$ cat src/verilog/lsr_pkg.sv
// package with field layouts, codes and sizes for the slave response framer
package lsr_pkg;
  // link status codes
  localparam logic [2:0] LSR_LINK_OK       = 3'h0;
  localparam logic [2:0] LSR_LINK_RESET    = 3'h1;
  localparam logic [2:0] LSR_LINK_DATA     = 3'h4;
  localparam logic [2:0] LSR_LINK_CHECKSUM = 3'h5;
  localparam logic [2:0] LSR_LINK_FRAMING  = 3'h6;
  localparam logic [2:0] LSR_LINK_PARITY   = 3'h7;
  // fault class codes
  localparam logic [1:0] LSR_FAULT_NONE    = 2'h0;
  localparam logic [1:0] LSR_FAULT_OVERTMP = 2'h2;
  localparam logic [1:0] LSR_FAULT_NVMPRG  = 2'h3;
  // status byte field positions
  localparam int LSR_POS_TEMP   = 0;
  localparam int LSR_POS_SPARE  = 1;
  localparam int LSR_POS_FAULT  = 2;
  localparam int LSR_POS_UNCFG  = 4;
  localparam int LSR_POS_LINK   = 5;
  // readback address counter
  localparam int         LSR_ADDR_W     = 5;
  localparam logic [4:0] LSR_ADDR_RESET = 5'h00;
  localparam logic [4:0] LSR_ADDR_LAST  = 5'h10;
  localparam logic [7:0] LSR_LOC_DEFAULT = 8'hFF; // arbitrary default location code
  // frame lengths in data bytes
  localparam logic [2:0] LSR_LEN_STATUS   = 3'h2;
  localparam logic [2:0] LSR_LEN_READBACK = 3'h5;
  localparam logic [7:0] LSR_PID_STATUS   = 8'h00; // arbitrary default identifier
  localparam logic [7:0] LSR_PID_READBACK = 8'h00; // arbitrary default identifier
  // frame event codes from the link layer
  localparam logic [2:0] LSR_EV_OK       = 3'h0;
  localparam logic [2:0] LSR_EV_DATA     = 3'h4;
  localparam logic [2:0] LSR_EV_CHECKSUM = 3'h5;
  localparam logic [2:0] LSR_EV_FRAMING  = 3'h6;
  localparam logic [2:0] LSR_EV_PARITY   = 3'h7;
endpackage

$ cat src/verilog/lsr_checksum.sv
// enhanced checksum accumulator for response bytes
`timescale 1ns/1ps
`default_nettype none
module lsr_checksum
  import lsr_pkg::*;
(
  input  wire logic       clk,      // system clock
  input  wire logic       rst,      // async reset
  input  wire logic       clear,    // restart with a seed byte
  input  wire logic [7:0] seed,     // protected identifier
  input  wire logic       add,      // add one data byte
  input  wire logic [7:0] data,     // data byte to add
  output logic      [7:0] csum      // inverted running sum
);
  logic [7:0] sum_q;
  logic [7:0] sum_d;
  logic [8:0] wide;

  // carry-around eight bit addition
  always_comb begin
    wide  = {1'b0, sum_q} + {1'b0, data};
    sum_d = sum_q;
    if (clear) begin
      sum_d = seed;
    end else if (add) begin
      sum_d = wide[7:0] + {7'h00, wide[8]};
    end
  end

  always_ff @(posedge clk or posedge rst) begin
    if (rst) begin
      sum_q <= 8'h00;
    end else begin
      sum_q <= sum_d;
    end
  end

  assign csum = ~sum_q;
endmodule
`default_nettype wire

$ cat src/verilog/lsr_avalon_regs.sv
// avalon slave with control and status registers of the framer
`timescale 1ns/1ps
`default_nettype none
module lsr_avalon_regs
  import lsr_pkg::*;
(
  input  wire logic        clk,            // system clock
  input  wire logic        rst,            // async reset
  input  wire logic [3:0]  address,        // word address
  input  wire logic        read,           // read strobe
  input  wire logic        write,          // write strobe
  input  wire logic [31:0] writedata,      // write data
  input  wire logic [3:0]  byteenable,     // byte lanes
  output logic      [31:0] readdata,       // read data
  output logic             waitrequest,    // stall
  output logic      [7:0]  location_code,  // node location code
  output logic             configured,     // location was written
  output logic      [7:0]  pid_status,     // identifier of status frame
  output logic      [7:0]  pid_readback,   // identifier of readback frame
  input  wire logic [31:0] status_word     // framer state to read
);
  localparam logic [3:0] LSR_REG_LOC    = 4'h0;
  localparam logic [3:0] LSR_REG_PID    = 4'h1;
  localparam logic [3:0] LSR_REG_STATUS = 4'h2;

  logic        ack_q, ack_d;
  logic [31:0] rd_q, rd_d;
  logic [7:0]  loc_q, loc_d, ps_q, ps_d, pr_q, pr_d;
  logic        cfg_q, cfg_d;

  // one wait cycle then acknowledge; unmapped reads give zero
  always_comb begin
    ack_d = (read | write) & ~ack_q;
    rd_d  = rd_q;
    loc_d = loc_q;
    cfg_d = cfg_q;
    ps_d  = ps_q;
    pr_d  = pr_q;
    if (read & ~ack_q) begin
      unique case (address)
        LSR_REG_LOC:    rd_d = {23'h000000, cfg_q, loc_q};
        LSR_REG_PID:    rd_d = {16'h0000, pr_q, ps_q};
        LSR_REG_STATUS: rd_d = status_word;
        default:        rd_d = 32'h00000000;
      endcase
    end
    // writes land at the accepting edge, when waitrequest is low
    if (write & ack_q) begin
      if (address == LSR_REG_LOC && byteenable[0]) begin
        loc_d = writedata[7:0];
        cfg_d = 1'b1;
      end
      if (address == LSR_REG_PID && byteenable[0]) ps_d = writedata[7:0];
      if (address == LSR_REG_PID && byteenable[1]) pr_d = writedata[15:8];
    end
  end

  always_ff @(posedge clk or posedge rst) begin
    if (rst) begin
      ack_q <= 1'b0;
      rd_q  <= 32'h00000000;
      loc_q <= LSR_LOC_DEFAULT;
      cfg_q <= 1'b0;
      ps_q  <= LSR_PID_STATUS;
      pr_q  <= LSR_PID_READBACK;
    end else begin
      ack_q <= ack_d;
      rd_q  <= rd_d;
      loc_q <= loc_d;
      cfg_q <= cfg_d;
      ps_q  <= ps_d;
      pr_q  <= pr_d;
    end
  end

  assign waitrequest   = (read | write) & ~ack_q;
  assign readdata      = rd_q;
  assign location_code = loc_q;
  assign configured    = cfg_q;
  assign pid_status    = ps_q;
  assign pid_readback  = pr_q;
endmodule
`default_nettype wire

$ cat src/verilog/lsr_framer.sv
// slave status and memory readback response framer
// Operation
// RULE_01: status data byte 2 carries location code
// RULE_02: bit 0 is temperature warning flag
// RULE_03: bit 1 always reads low
// RULE_04: bits 3:2 carry fault class code
// RULE_05: bit 4 high while node unconfigured
// RULE_06: link code 0 after clean frame
// RULE_07: link code 1 first after reset
// RULE_08: checksum error discards frame, reports 5
// RULE_09: codes 4, 6, 7; never 2, 3
// RULE_10: master fetches memory via readback header
// RULE_11: readback uses enhanced checksum including identifier
// RULE_12: one memory register per readback response
// RULE_13: counter increments after successful readback
// RULE_14: reset clears readback counter
// RULE_15: memory write loads counter with address; skipped if a checksum error ends a frame in the same cycle
// RULE_16: register bytes low, mid, high in 3-5
// RULE_17: data byte 2 holds counter, upper unused
// RULE_18: readback byte 1 repeats status layout
// RULE_19: failed readback leaves counter unchanged
// RULE_20: link code updates after each frame
`timescale 1ns/1ps
`default_nettype none
module lsr_framer
  import lsr_pkg::*;
(
  input  wire logic        clk,             // system clock
  input  wire logic        rst,             // async reset
  input  wire logic [3:0]  address,         // avalon word address
  input  wire logic        read,            // avalon read
  input  wire logic        write,           // avalon write
  input  wire logic [31:0] writedata,       // avalon write data
  input  wire logic [3:0]  byteenable,      // avalon byte enables
  output logic      [31:0] readdata,        // avalon read data
  output logic             waitrequest,     // avalon stall
  input  wire logic        temp_warning,    // temperature warning level
  input  wire logic [1:0]  fault_class,     // fault class level
  input  wire logic        status_request,  // pulse: status header seen
  input  wire logic        readback_request,// pulse: readback header seen
  input  wire logic        frame_done,      // pulse: frame finished
  input  wire logic [2:0]  frame_result,    // outcome with frame_done
  input  wire logic        write_done,      // pulse: memory write command done
  input  wire logic [4:0]  write_address,   // address programmed last
  output logic      [4:0]  mem_address,     // memory address selected
  input  wire logic [23:0] mem_data,        // memory register contents
  output logic             tx_valid,        // response byte valid
  output logic      [7:0]  tx_byte,         // response byte
  output logic             tx_last,         // last byte (checksum)
  input  wire logic        tx_ready         // link takes byte
);
  typedef enum logic [2:0] {
    LSR_IDLE = 3'b001,
    LSR_SEND = 3'b010,
    LSR_SUM  = 3'b100
  } lsr_state_e;

  lsr_state_e  st_q, st_d;
  logic [2:0]  link_q, link_d;
  logic [4:0]  addr_q, addr_d;
  logic        rb_q, rb_d;          // current response is readback
  logic        pend_q, pend_d;      // readback response awaiting outcome
  logic [2:0]  idx_q, idx_d;
  logic        v_q, v_d, l_q, l_d;
  logic [7:0]  b_q, b_d;
  logic [39:0] img_q, img_d;        // response bytes, byte 1 lowest
  logic [7:0]  loc;
  logic        cfg;
  logic [7:0]  pid_s, pid_r;
  logic        cs_clear, cs_add;
  logic [7:0]  cs_seed, csum;
  logic [7:0]  info;

  // build the shared status byte
  function automatic logic [7:0] lsr_status_byte(input logic [2:0] link, input logic unc,
                                                 input logic [1:0] flt, input logic tw);
    logic [7:0] s;
    s = 8'h00;
    s[LSR_POS_TEMP]                 = tw;        // [RULE_02]
    s[LSR_POS_SPARE]                = 1'b0;      // [RULE_03]
    s[LSR_POS_FAULT +: 2]           = flt;       // [RULE_04]
    s[LSR_POS_UNCFG]                = unc;       // [RULE_05]
    s[LSR_POS_LINK +: 3]            = link;      // [RULE_18]
    return s;
  endfunction

  // map a frame outcome onto the link status code
  function automatic logic [2:0] lsr_link_code(input logic [2:0] ev);
    logic [2:0] c;
    c = LSR_LINK_DATA;
    unique case (ev)
      LSR_EV_OK:       c = LSR_LINK_OK;        // [RULE_06]
      LSR_EV_CHECKSUM: c = LSR_LINK_CHECKSUM;  // [RULE_08]
      LSR_EV_FRAMING:  c = LSR_LINK_FRAMING;   // [RULE_09]
      LSR_EV_PARITY:   c = LSR_LINK_PARITY;    // [RULE_09]
      default:         c = LSR_LINK_DATA;      // [RULE_09]
    endcase
    return c;
  endfunction

  lsr_avalon_regs u_regs (
    .clk           (clk),
    .rst           (rst),
    .address       (address),
    .read          (read),
    .write         (write),
    .writedata     (writedata),
    .byteenable    (byteenable),
    .readdata      (readdata),
    .waitrequest   (waitrequest),
    .location_code (loc),
    .configured    (cfg),
    .pid_status    (pid_s),
    .pid_readback  (pid_r),
    .status_word   ({8'h00, 3'h0, addr_q, info, loc})
  );

  lsr_checksum u_sum (
    .clk   (clk),
    .rst   (rst),
    .clear (cs_clear),
    .seed  (cs_seed),
    .add   (cs_add),
    .data  (b_d),
    .csum  (csum)
  );

  assign info = lsr_status_byte(link_q, ~cfg, fault_class, temp_warning);

  // link status and readback counter bookkeeping
  always_comb begin
    link_d = link_q;
    addr_d = addr_q;
    pend_d = pend_q;
    if (frame_done) begin
      link_d = lsr_link_code(frame_result);                   // [RULE_20]
      if (pend_q && frame_result == LSR_EV_OK) begin
        addr_d = (addr_q == LSR_ADDR_LAST) ? LSR_ADDR_RESET : addr_q + 5'h01; // [RULE_13]
      end                                                     // [RULE_19]
      pend_d = 1'b0;
    end
    if (write_done && !(frame_done && frame_result == LSR_EV_CHECKSUM)) begin
      addr_d = write_address;                                 // [RULE_15]
    end
    if (st_q == LSR_SUM && tx_ready && rb_q) begin
      pend_d = 1'b1;
    end
  end

  // response sequencer: data bytes then checksum
  always_comb begin
    st_d     = st_q;
    rb_d     = rb_q;
    idx_d    = idx_q;
    img_d    = img_q;
    v_d      = v_q;
    l_d      = l_q;
    b_d      = b_q;
    cs_clear = 1'b0;
    cs_seed  = pid_s;
    cs_add   = 1'b0;
    unique case (st_q)
      LSR_IDLE: begin
        if (readback_request) begin
          // [RULE_12] [RULE_16] [RULE_17] [RULE_18]
          img_d    = {mem_data[23:16], mem_data[15:8], mem_data[7:0], 3'h0, addr_q, info};
          rb_d     = 1'b1;
          cs_seed  = pid_r;                                   // [RULE_11]
          cs_clear = 1'b1;
          idx_d    = LSR_LEN_READBACK;
          st_d     = LSR_SEND;
        end else if (status_request) begin
          img_d    = {24'h000000, loc, info};                 // [RULE_01]
          rb_d     = 1'b0;
          cs_seed  = pid_s;
          cs_clear = 1'b1;
          idx_d    = LSR_LEN_STATUS;
          st_d     = LSR_SEND;
        end
      end
      LSR_SEND: begin
        if (!v_q || tx_ready) begin
          if (idx_q == 3'h0) begin
            v_d  = 1'b1;
            l_d  = 1'b1;
            b_d  = csum;                                      // [RULE_11]
            st_d = LSR_SUM;
          end else begin
            v_d    = 1'b1;
            l_d    = 1'b0;
            b_d    = img_q[7:0];
            cs_add = 1'b1;
            img_d  = {8'h00, img_q[39:8]};
            idx_d  = idx_q - 3'h1;
          end
        end
      end
      LSR_SUM: begin
        if (tx_ready) begin
          v_d  = 1'b0;
          l_d  = 1'b0;
          st_d = LSR_IDLE;
        end
      end
      default: st_d = LSR_IDLE;
    endcase
  end

  // state registers; counter cleared and reset code flagged on reset
  always_ff @(posedge clk or posedge rst) begin
    if (rst) begin
      st_q   <= LSR_IDLE;
      link_q <= LSR_LINK_RESET;                               // [RULE_07]
      addr_q <= LSR_ADDR_RESET;                               // [RULE_14]
      pend_q <= 1'b0;
      rb_q   <= 1'b0;
      idx_q  <= 3'h0;
      img_q  <= 40'h0000000000;
      v_q    <= 1'b0;
      l_q    <= 1'b0;
      b_q    <= 8'h00;
    end else begin
      st_q   <= st_d;
      link_q <= link_d;
      addr_q <= addr_d;
      pend_q <= pend_d;
      rb_q   <= rb_d;
      idx_q  <= idx_d;
      img_q  <= img_d;
      v_q    <= v_d;
      l_q    <= l_d;
      b_q    <= b_d;
    end
  end

  assign mem_address = addr_q;
  assign tx_valid    = v_q;
  assign tx_byte     = b_q;
  assign tx_last     = l_q;
endmodule
`default_nettype wire

$ cat config.mk
export PLATFORM = sky130hd
export DESIGN_NAME = lsr_framer
export DESIGN_NICKNAME = d
export VERILOG_FILES = /design/src/verilog/lsr_pkg.sv /design/src/verilog/lsr_checksum.sv /design/src/verilog/lsr_avalon_regs.sv /design/src/verilog/lsr_framer.sv
export SDC_FILE = /design/constraint.sdc
export NUM_CORES = 1
export LEC_CHECK = 0
export BUFFER_PORTS_ARGS = -buffer_cell sky130_fd_sc_hd__buf_2
export CORE_MARGIN = 3
export CORE_UTILIZATION = 55
export CTS_CLUSTER_SIZE = 30
export DETAILED_ROUTE_END_ITERATION = 8
export HOLD_SLACK_MARGIN = 0.03
export PLACE_DENSITY = 0.81
export SLEW_MARGIN = 20
export SYNTH_ARGS = -nofsm -noshare
export SYNTH_HDL_FRONTEND = slang
export SYNTH_SLANG_ARGS = --single-unit
$ cat constraint.sdc
create_clock -name clk -period 6 [get_ports clk]
set_input_delay 0.3 -clock clk [delete_from_list [all_inputs] [get_ports clk]]
set_output_delay 0.3 -clock clk [all_outputs]
set_load 0.01 [all_outputs]
* After elaboration in Yosys (flattened, before gate mapping)
Index checks and enable logic that the tools add are counted.
Cells by class: $add $sub $neg 4, eq/ne operators 14, multiplexer cells 44, bitwise logic cells 7, reductions and logical operators 29
Operators by type and width (count):
- $mux 40 | 4
- $pmux 40 s2 | 1
- $pmux 21 s3 | 1
- $mux 8 | 7
- $mux 3 | 8
- $mux 5 | 4
- $mux 1 | 14
- $reduce_bool 2->1 | 7
- $eq 3x3->1 const B | 4
- $pmux 3 s4 | 1
- $reduce_and 2->1 | 5
- $add 8x8->9 | 1
- $pmux 3 s3 | 1
- $add 8x1->8 | 1
- $logic_and 1x1->1 | 8
- $ne 2x2->1 const B | 4
- $not 8->8 | 1
- $reduce_and 4->1 | 2
- $logic_not 3->1 | 2
- $pmux 3 s2 | 1
- $add 5x1->5 const B | 1
- $eq 5x5->1 const B | 1
- $eq 4x1->1 const B | 1
- $eq 4x2->1 const B | 1
- other kinds (12) | 17
Storage, ports and cells: register bits after elaboration 132, input bits 84, output and inout bits 48, logic and storage cells 115

* Logic depth before layout (Yosys ltp)
Gate-level depths: netlist (run 1).
depth after elaboration 8, mapped depth 22, mapped depth without buffers 21

* Modules after synthesis
From an unflattened synthesis (run 1), not the netlist that was laid out.
Unflattened totals: cells, all modules 610, area total of the unflattened synthesis 6527.5 µm²
By module, submodules not included:
- lsr_framer | times used 1, cells an instance 292, area each 3190.6 µm², seq. area each 1654.1 µm²
- lsr_avalon_regs | times used 1, cells an instance 213, area each 2473.6 µm², seq. area each 1461.4 µm²
- lsr_checksum | times used 1, cells an instance 105, area each 863.3 µm², seq. area each 200.2 µm²

* Worst setup path after synthesis (run 1)
OpenSTA, ideal clock, no wires.
path type register to register, from reg idx_q[0], to reg u_sum.sum_q[6], library setup time 0.126 ns, arrival time 4.183 ns, data required time 5.874 ns, slack 1.691 ns, cell stages (with the launch flop) 22, clock period less this slack 4.309 ns, path through dfrtp_1 -> inv_1 -> ha_1 -> nor2b_1 -> clkbuf_1 -> o21ai_0 -> o21ai_0 -> ha_1 -> inv_1 -> fa_1 -> nor2b_1 -> o31a_1 -> o21ai_0 -> nand2b_1 -> a21o_1 -> ha_1 -> nor2b_1 -> nand2_1 -> nor3_1 -> nand4_2 -> xnor2_1 -> a221o_1
On the way: longest elaborated chain between the ends 8, elaborated cells on any way between the ends 12, classes of those cells add/sub: 2; mux: 8; reduce/logical: 2
Ends and longest elaborated chain:
- start, declared | RTL line lsr_framer.sv:63 | logic [2:0] idx_q, idx_d;
- start signal, assigned | RTL line lsr_framer.sv:228 | idx_q <= idx_d;
- $logic_not 3->1 | RTL line lsr_framer.sv:183 | if (idx_q == 3'h0) begin
- $mux 8 | RTL line lsr_framer.sv:183
- $mux 8 | RTL line lsr_framer.sv:182 | if (!v_q || tx_ready) begin
- $mux 8 | RTL line lsr_framer.sv:162 | unique case (st_q)
- named net b_d[0] | RTL line lsr_framer.sv:65 | logic [7:0] b_q, b_d;
- $add 8x8->9 | RTL line lsr_checksum.sv:21 | wide = {1'b0, sum_q} + {1'b0, data};
- $add 8x1->8 | RTL line lsr_checksum.sv:26 | sum_d = wide[7:0] + {7'h00, wide[8]};
- $mux 8 | RTL line lsr_checksum.sv:25 | end else if (add) begin
- $mux 8 | RTL line lsr_checksum.sv:23 | if (clear) begin
- end signal, assigned | RTL line lsr_checksum.sv:34 | sum_q <= sum_d;
- end, declared | RTL line lsr_checksum.sv:15 | logic [7:0] sum_q;
The timed path passes the listed nets, and every way through them passes these cells. The select of a mux whose other input is x is not followed. A chain may end at the register's enable or synchronous reset.

* Worst setup path after layout (run 1)
Same ends and word-level chain as after synthesis.

==> summary.md, run 1 <==
| Metric | Value |
|---|---|
| CP max stage delay | 0.60 ns |
| WP data arrival | 5.44 ns |
| Seq/Total Area, Yosys | 49.80% |
| #FFs+latches synth | 121 |
| PwrDens | 502.9 mW/mm^2 |
| CTS tree | built |
| Pins Over Slew Limit | 0 |
| Design area | 0.007475 mm^2 |
| R2R setup slack | 0.96 ns |
| Crit path max-delay cell type | nor2b_1 |
| Top achievable clock speed | 0.1985 GHz |
| Mapped Cells | 650 |
| Clock Skews | 0.009147 ns |
| Setup TNS | 0 ns |
| IO buf count | 102 |
| Starting DRT DRC Count | 622 |
| Synth cell types | 60 |
| WS Path Type | flop to flop |
| Initial core utilization | 57.85% |
| Critical Path RT | 6.40 ns |
| Relative slew slack | 34.84% |
| WL final | 16060 um |
| Sequential cell area | 0.003040 mm^2 |
| Synth Cell Area | 0.006106 mm^2 |
| # rows | 37 |
| Fill count | 793 |
| First-pass DRT Iterations | 8 |
| Worst-Skew Late Latency | 0.52 ns |
| Fin cells | 913 |
| Vias/cell | 5.866 |
| Die area | 0.01240 mm^2 |
| CTS max path bufs | 2 |
| IO Count | 132 |
| Max-Cap Viols | 0 |
| Final Hold Fails | 0 |
| PostCTS Resize Cnt | 0 |
| Worst min-delay path class | primary input to flop |
| Reg clk slew, reported paths | 0.06 ns |
| Synth area leader | dfrtp_1 |
| Yosys Warn Count | 0 |
| Syn Area/Cell | 9.394 um^2 |
| Tcrit/Tclk final | 83.98% |
| Die Y | 111.4 um |
| Area of the multi-input gates | 0.002803 mm^2 |
| GPL Wtd Cong | 0.9136 |
| Count leader, synth | dfrtp_1 |
| Root Driver | clkbuf_8 |
| Setup bufs post-CTS | 0 |
| Global-route wire length before repair | 26630 um |
| Inserted Diodes | 0 |
| WHS | 0.04895 ns |
| Die width | 111.4 um |
| Hpwl dp | 10730 um |
| Routed WL per cell | 17.59 um |
| Unrepaired setup endpoints after global routing | no |
| Post-DP Area | 0.006638 mm^2 |
| CP cell instances | inv_1, ha_1, nor2b_1, buf_4, o21ai_0, o21ai_0, ha_1, inv_1, fa_1, nor2b_1, o31a_1, o21ai_0, nand2b_1, a21o_1, ha_1, nor2b_1, nand2_1, nor3_1, nand4_2, xnor2_1, a221o_1 |
| Vias in the first global route | 5287 |
| Setup violations, final | 0 |
| Final min period | 5.039 ns |
| DR vias | 5356 |
| Pleak | 3.548 nW |
| Layout cells sized above 1 | 23.29% |
| CTS H-tree depth | 4 |
| Startpoint types | flop |
| Num CTS Buffers | 17 |
| # clock sinks | 121 |
| Placed cells | 857 |
| Post-synth top area share | 45.49% |
| Async SR Flop Fraction | 100.0% |
| Worst slew pin tran | 0.9774 ns |
| Grt total ovfl | 0 |
| Largest net degree at the start of global routing | 73 |
| Initial antenna violation count | 0 |
| CP max FO | 12 |
| Most instantiated cells after synthesis | dfrtp_1, nand2_1, nor2_1, o21ai_0, a21oi_1 |
| Status | finished clean |
| Critical path's top delay family | simple AND/OR/NAND/NOR gates |
| Post-synth EDFFs | 0 |
| Synth top area cells | dfrtp_1, nand2_1, o21ai_0 |
| Ys flop type | dfrtp_1 |
| Routed Antenna Nets | 0 |
| Total track usage | 26.61% |
| Final nets | 864 |
| Peak supply drop | 0.3453 mV |
| Critical Path End Type | flop |
| Synthesis-to-finish area growth | 22.42% |
| DR DRC count | 0 |
| Core ar. | 0.01056 mm^2 |
| Crit path buf inv count | 3 |
## cell usage in the layout (no fill, tap or decap), types with 20 or more instances in the layout
| cell type | instances |
|---|---|
| a21oi_1 | 48 |
| mux2_2 | 23 |
| buf_2 | 102 |
| dlygate4sd3_1 | 24 |
| o21ai_0 | 56 |
| inv_1 | 20 |
| a22oi_1 | 32 |
| nand2_1 | 99 |
| nor2_1 | 61 |
| dfrtp_1 | 111 |
## path summary, 6_finish.rpt
kind,startpoint,endpoint,cells after the start
min,writedata[3],u_regs.location_code[3]$_DFFE_PP1P_,2
max,idx_q[0]$_DFFE_PP0P_,u_sum.sum_q[6]$_DFFE_PP0P_,21
min reg2reg,img_q[34]$_DFFE_PP0P_,img_q[34]$_DFFE_PP0P_,2
max reg2reg,idx_q[0]$_DFFE_PP0P_,u_sum.sum_q[6]$_DFFE_PP0P_,21
min in group asynchronous,rst,tx_byte[4]$_DFF_PP0_,3
max in group asynchronous,rst,u_regs.pid_status[1]$_DFFE_PP0P_,4
## worst reg2reg max path: stages (launching register included)
cell      delay, ns
dfrtp_1        0.37
inv_1          0.10
ha_1           0.17
nor2b_1        0.60
buf_4          0.30
o21ai_0        0.09
o21ai_0        0.24
ha_1           0.27
inv_1          0.07
fa_1           0.40
nor2b_1        0.18
o31a_1         0.19
o21ai_0        0.14
nand2b_1       0.10
a21o_1         0.17
ha_1           0.15
nor2b_1        0.19
nand2_1        0.07
nor3_1         0.47
nand4_2        0.20
xnor2_1        0.16
a221o_1        0.29
## where the power goes
group	switching [mW]	internal [mW]	total, mW
Sequential	0.186	1.08	1.26
Clock	0.355	0.664	1.02
Combinational	0.887	0.591	1.48
Total	1.43	2.33	3.76
## flip-flops by register name (all words and copies together), names as in the netlist
name and count:
link_q 3, idx_q 3, u_regs.ack_q 1, u_regs.location_code 8, tx_last 1, tx_byte 8, st_q 3, u_regs.readdata 21
u_regs.pid_readback 8, img_q 40, u_regs.pid_status 8, mem_address 5, u_regs.configured 1, tx_valid 1, rb_q 1, u_sum.sum_q 8
pend_q 1
## what timing repair did
item / in CTS / in global routing
endpoints found under the setup margin: 0 / 0
hold endpoints to repair: 71 / 0
hold buffers: 24 / 0
## kinds of logic after synthesis
logic type	count (synthesis)	synth area share (%)
other	1	0.06142
xor gates and xnor gates	8	1.148
buffers and inverters	67	5.225
muxes	28	5.062
DFF	121	49.79
adders and majority gates	16	3.402
AOI/OAI and AO/OA	182	18.16
and+or+nand+nor	227	17.15
## per-layer routing
layer / up-vias / track usage [%] / wire [um]
met5: - / 0 / 0
li1: 2491 / - / -
met3: 38 / 7.609 / 1262
met1: 2549 / 35.04 / 6589
met4: 0 / 8.921 / 381
met2: 278 / 42.70 / 7829
## through the flow
step                      power (mW)  utilization, %  setup WS (ns)
after CTS                      3.744           70.77          1.026
after global placement         2.626           62.89          1.395
final                          3.759           70.82         0.9610
after floorplan                2.334               -          1.691
after detailed placement       2.684           62.89          1.270
after global routing           4.018           70.82         0.5118
## area by class of cell
| cell class | instances | area share, % |
|---|---|---|
| repair buffers | 131 | 10.55 |
| clock inverters | 8 | 1.624 |
| well taps | 136 | 2.277 |
| clock buffers | 24 | 6.294 |
| flip-flops and latches | 121 | 40.68 |
| multi-input cells | 472 | 37.50 |
| inverters | 21 | 1.088 |
Power figures use the tool's default switching activity.
==> run 2, diff against run 1 <==
ABC_AREA = 1   (was default)
CORE_UTILIZATION = 50   (was 55)
PLACE_DENSITY = 0.77   (was 0.81)
clock period = 4.15 ns   (was 6 ns; I/O delays follow)
==> run 2 against run 1 <==
Combinational power increased by 57%. Sequential power grew 37%. Core utilization fell by 7.3 points. Global-route usage fell by 1.2 points. Synthesized area up 1.1%. Final cell count up 16%. Clock power rose by 37%. Total power rose by 45%. Worst setup slack lost 0.50 ns. Critical path depth increased by 5. Non-clock buffer count decreased by 9. Critical endpoint unchanged. Largest cell class unchanged. Highest routed layer unchanged.
==> summary.md, run 2 <==
| Metric | Value |
|---|---|
| Post-synth EDFFs | 0 (unchanged) |
| Post-synth top area share | 44.98% (was 45.49%) |
| Commonest non-fill, non-tap cells in the layout | nand2_1, dfrtp_1, buf_2 (was dfrtp_1, buf_2, nand2_1) |
| Top reg by flops | img_q (unchanged) |
| Synth cell types | 42 (was 60) |
| WL final | 16350 um (was 16060 um) |
| Design area | 0.007467 mm^2 (was 0.007475 mm^2) |
| Synth area leader | dfrtp_1 (unchanged) |
| CTS max path bufs | 2 (unchanged) |
| Crit path top cell by count | nand2_1 |
| Peak supply drop | 0.2742 mV (was 0.3453 mV) |
| Max reg flops | 40 (unchanged) |
| Count leader, synth | nand2_1 (was dfrtp_1) |
| Mapped Cells | 770 (was 650) |
| Seq/Total Area, Yosys | 49.23% (was 49.80%) |
| Crit path max-delay cell type | fa_1 (was nor2b_1) |
| Min-Delay Endpoint | u_regs.pid_readback[1]$_DFFE_PP0P_ (was u_regs.location_code[3]$_DFFE_PP1P_) |
| Commonest non-fill, non-tap cell in the layout | nand2_1 (was dfrtp_1) |
| # clock sinks | 121 (unchanged) |
| IO Count | 132 (unchanged) |
| Ys flop type | dfrtp_1 (unchanged) |
| Num CTS Buffers | 17 (unchanged) |
| Worst min-delay path class | primary input to flop (unchanged) |
| Root Driver | clkbuf_16 (was clkbuf_8) |
| Clock Skews | 0.009104 ns (was 0.009147 ns) |
| First-pass DRT Iterations | 5 (was 8) |
| Sw Pwr | 2.280 mW (was 1.428 mW) |
| Global-route met2 utilization | 39.82% (was 42.70%) |
| CTS H-tree depth | 4 (unchanged) |
| IO buf count | 102 (unchanged) |
| WHS Path Cells | 2 (unchanged) |
| Final min period | 3.690 ns (was 5.039 ns) |
| Layout cells sized above 1 | 19.04% (was 23.29%) |
| Initial core utilization | 52.52% (was 57.85%) |
| Power share of the clock group | 25.7% (was 27.1%) |
| Synthesis-to-finish area growth | 20.91% (was 22.42%) |
| Critical Path RT | 4.45 ns (was 6.40 ns) |
| Final Hold Fails | 0 (unchanged) |
| Pins Over Slew Limit | 0 (unchanged) |
| Starting DRT DRC Count | 504 (was 622) |
| Setup TNS | 0 ns (unchanged) |
| Inserted Diodes | 0 (unchanged) |
| Met1 Use GR | 34.35% (was 35.04%) |
| #FFs+latches synth | 121 (unchanged) |
| Vias in the first global route | 5570 (was 5287) |
| Synth Cell Area | 0.006176 mm^2 (was 0.006106 mm^2) |
| DR DRC count | 0 (unchanged) |
| Vias/cell | 5.274 (was 5.866) |
| DR vias | 5601 (was 5356) |
| Die width | 117.1 um (was 111.4 um) |
| Routed Antenna Nets | 0 (unchanged) |
| M3 GR Usage | 6.581% (was 7.609%) |
| CTS tree | built (unchanged) |
| GPL Wtd Cong | 0.8840 (was 0.9136) |
| Grt total ovfl | 0 (unchanged) |
| Area of the multi-input gates | 0.002592 mm^2 (was 0.002803 mm^2) |
| Most Crowded Layer GR | met2 (unchanged) |
| Die area | 0.01372 mm^2 (was 0.01240 mm^2) |
| Die Y | 117.1 um (was 111.4 um) |
| Relative slew slack | 45.80% (was 34.84%) |
| Worst reg2reg path depth | 26 (was 21) |
| WP data arrival | 3.99 ns (was 5.44 ns) |
| Post-DP Area | 0.006779 mm^2 (was 0.006638 mm^2) |
| Pint | 3.177 mW (was 2.331 mW) |
| R2R setup slack | 0.46 ns (was 0.96 ns) |
| Hpwl dp | 11510 um (was 10730 um) |
| RR Startpoint | idx_q[0]$_DFFE_PP0P_ (unchanged) |
| # rows | 39 (was 37) |
| Sequential power share | 31.8% (was 33.6%) |
| Most instantiated cells after synthesis | nand2_1, dfrtp_1, inv_1, o21ai_0, nor2_1 (was dfrtp_1, nand2_1, nor2_1, o21ai_0, a21oi_1) |
| Syn Area/Cell | 8.021 um^2 (was 9.394 um^2) |
| Fill count | 1043 (was 793) |
| Final WS setup | 0.4597 ns (was 0.9610 ns) |
| Synth top area cells | dfrtp_1, nand2_1, o21ai_0 (unchanged) |
| Placed cells | 1018 (was 857) |
| Sequential cell area | 0.003040 mm^2 (unchanged) |
| Worst-Skew Late Latency | 0.41 ns (was 0.52 ns) |
| Worst slew pin tran | 0.8130 ns (was 0.9774 ns) |
| Dpl ws | 0.4707 ns (was 1.270 ns) |
| Pleak | 3.845 nW (was 3.548 nW) |
| PwrDens | 730.9 mW/mm^2 (was 502.9 mW/mm^2) |
| Core ar. | 0.01176 mm^2 (was 0.01056 mm^2) |
| CP max stage delay | 0.47 ns (was 0.60 ns) |
| Async SR Flop Fraction | 100.0% (unchanged) |
| CP max FO | 15 (was 12) |
| Hold_sp | writedata[9] (was writedata[3]) |
| Largest net degree at the start of global routing | 68 (was 73) |
| Critical R2R Capture | u_sum.sum_q[6]$_DFFE_PP0P_ (unchanged) |
| Final nets | 985 (was 864) |
| Fin cells | 1062 (was 913) |
| Global-route wire length before repair | 27030 um (was 26630 um) |
| Routed WL per cell | 15.40 um (was 17.59 um) |
| Startpoint types | flop (unchanged) |
| Critical Path End Type | flop (unchanged) |
| Max-Cap Viols | 0 (unchanged) |
| Status | finished clean (unchanged) |
| Logic pwr share | 42.5% (was 39.3%) |
| Reg clk slew, reported paths | 0.06 ns (about the same) |
| Initial antenna violation count | 0 (unchanged) |
| CP startpoint | idx_q[0]$_DFFE_PP0P_ (unchanged) |
| Tcrit/Tclk final | 88.92% (was 83.98%) |
| Sw frac | 41.78% (was 37.98%) |
| Top achievable clock speed | 0.2710 GHz (was 0.1985 GHz) |
| WS Path Type | flop to flop (unchanged) |
| Unrepaired setup endpoints after global routing | no (unchanged) |
| Yosys Warn Count | 0 (unchanged) |
| Setup violations, final | 0 (unchanged) |
| Total track usage | 25.41% (was 26.61%) |
run 2: worst max-delay path by stage:
| stage | cells past startpoint | endpoint | slack, ns |
|---|---|---|---|
| after floorplan | 26 | u_sum.sum_q[6]$_DFFE_PP0P_ | 0.64 |
| after global placement | 25 | u_sum.sum_q[6]$_DFFE_PP0P_ | 0.57 |
| after detailed placement | 26 | u_sum.sum_q[6]$_DFFE_PP0P_ | 0.47 |
| after CTS | 26 | u_sum.sum_q[6]$_DFFE_PP0P_ | 0.42 |
| after global routing | 25 | u_sum.sum_q[6]$_DFFE_PP0P_ | 0.06 |
| final | 26 | u_sum.sum_q[6]$_DFFE_PP0P_ | 0.46 |
run 2: final cells by class:
class	instances	share of cell area, %
sequential	121	40.72
multi-input combinational	524	34.72
timing repair buffer	122	9.249
clock buffer	19	5.932
inverter	99	5.010
tap	164	2.748
clock inverter	13	1.625
run 2: power by group through the flow:
stage | combinational (mW) | sequential [mW] | clock, mW
floorplan | 1.74 | 1.72 | 0
global placement | 2.21 | 1.73 | 0
detailed placement | 2.26 | 1.74 | 0
CTS | 2.30 | 1.73 | 1.41
global route | 2.68 | 1.77 | 1.46
finish | 2.32 | 1.73 | 1.40
run 2: cells by family after synthesis:
family	synth area share (%)
mux	0.9116
fa+ha+maj	3.363
other cells	0.06072
buf+inv	9.461
flops	49.23
compound gates	14.40
simple gates	22.14
xor+xnor	0.4255
run 2: timing repair:
action | 4_1_cts | 5_1_grt
resized for setup | 0 | 1
hold endpoints to repair | 74 | 0
setup endpoints to repair | 0 | 1
setup buffers | 0 | 0
hold buffers | 12 | 0
run 2: worst max-delay path: cells and delay by family (launching register included):
kind | cells | cell delay [ns]
and+or+nand+nor | 16 | 1.48
adders and majority gates | 3 | 0.81
AOI/OAI and AO/OA | 4 | 0.49
buffers and inverters | 3 | 0.41
DFF | 1 | 0.37
run 2: per-layer routing:
| metal | wire length (um) | part of all wire, % | up-vias |
|---|---|---|---|
| met3 | 1212 | 7.4 | 36 |
| li1 | - | - | 2715 |
| met1 | 7134 | 44 | 2613 |
| met4 | 371 | 2.3 | 0 |
| met2 | 7634 | 47 | 237 |
| met5 | 0 | 0 | - |
run 2: stage by stage:
step	utilization [%]	total power [mW]	hold WS, ns
6_report	63.50	5.458	0.03047
5_1_grt	63.50	5.916	0.03426
4_1_cts	63.46	5.439	0.03147
3_5_place_dp	57.64	4.007	0.4281
3_3_place_gp	57.64	3.936	0.4217
2_1_floorplan	-	3.460	0.2705
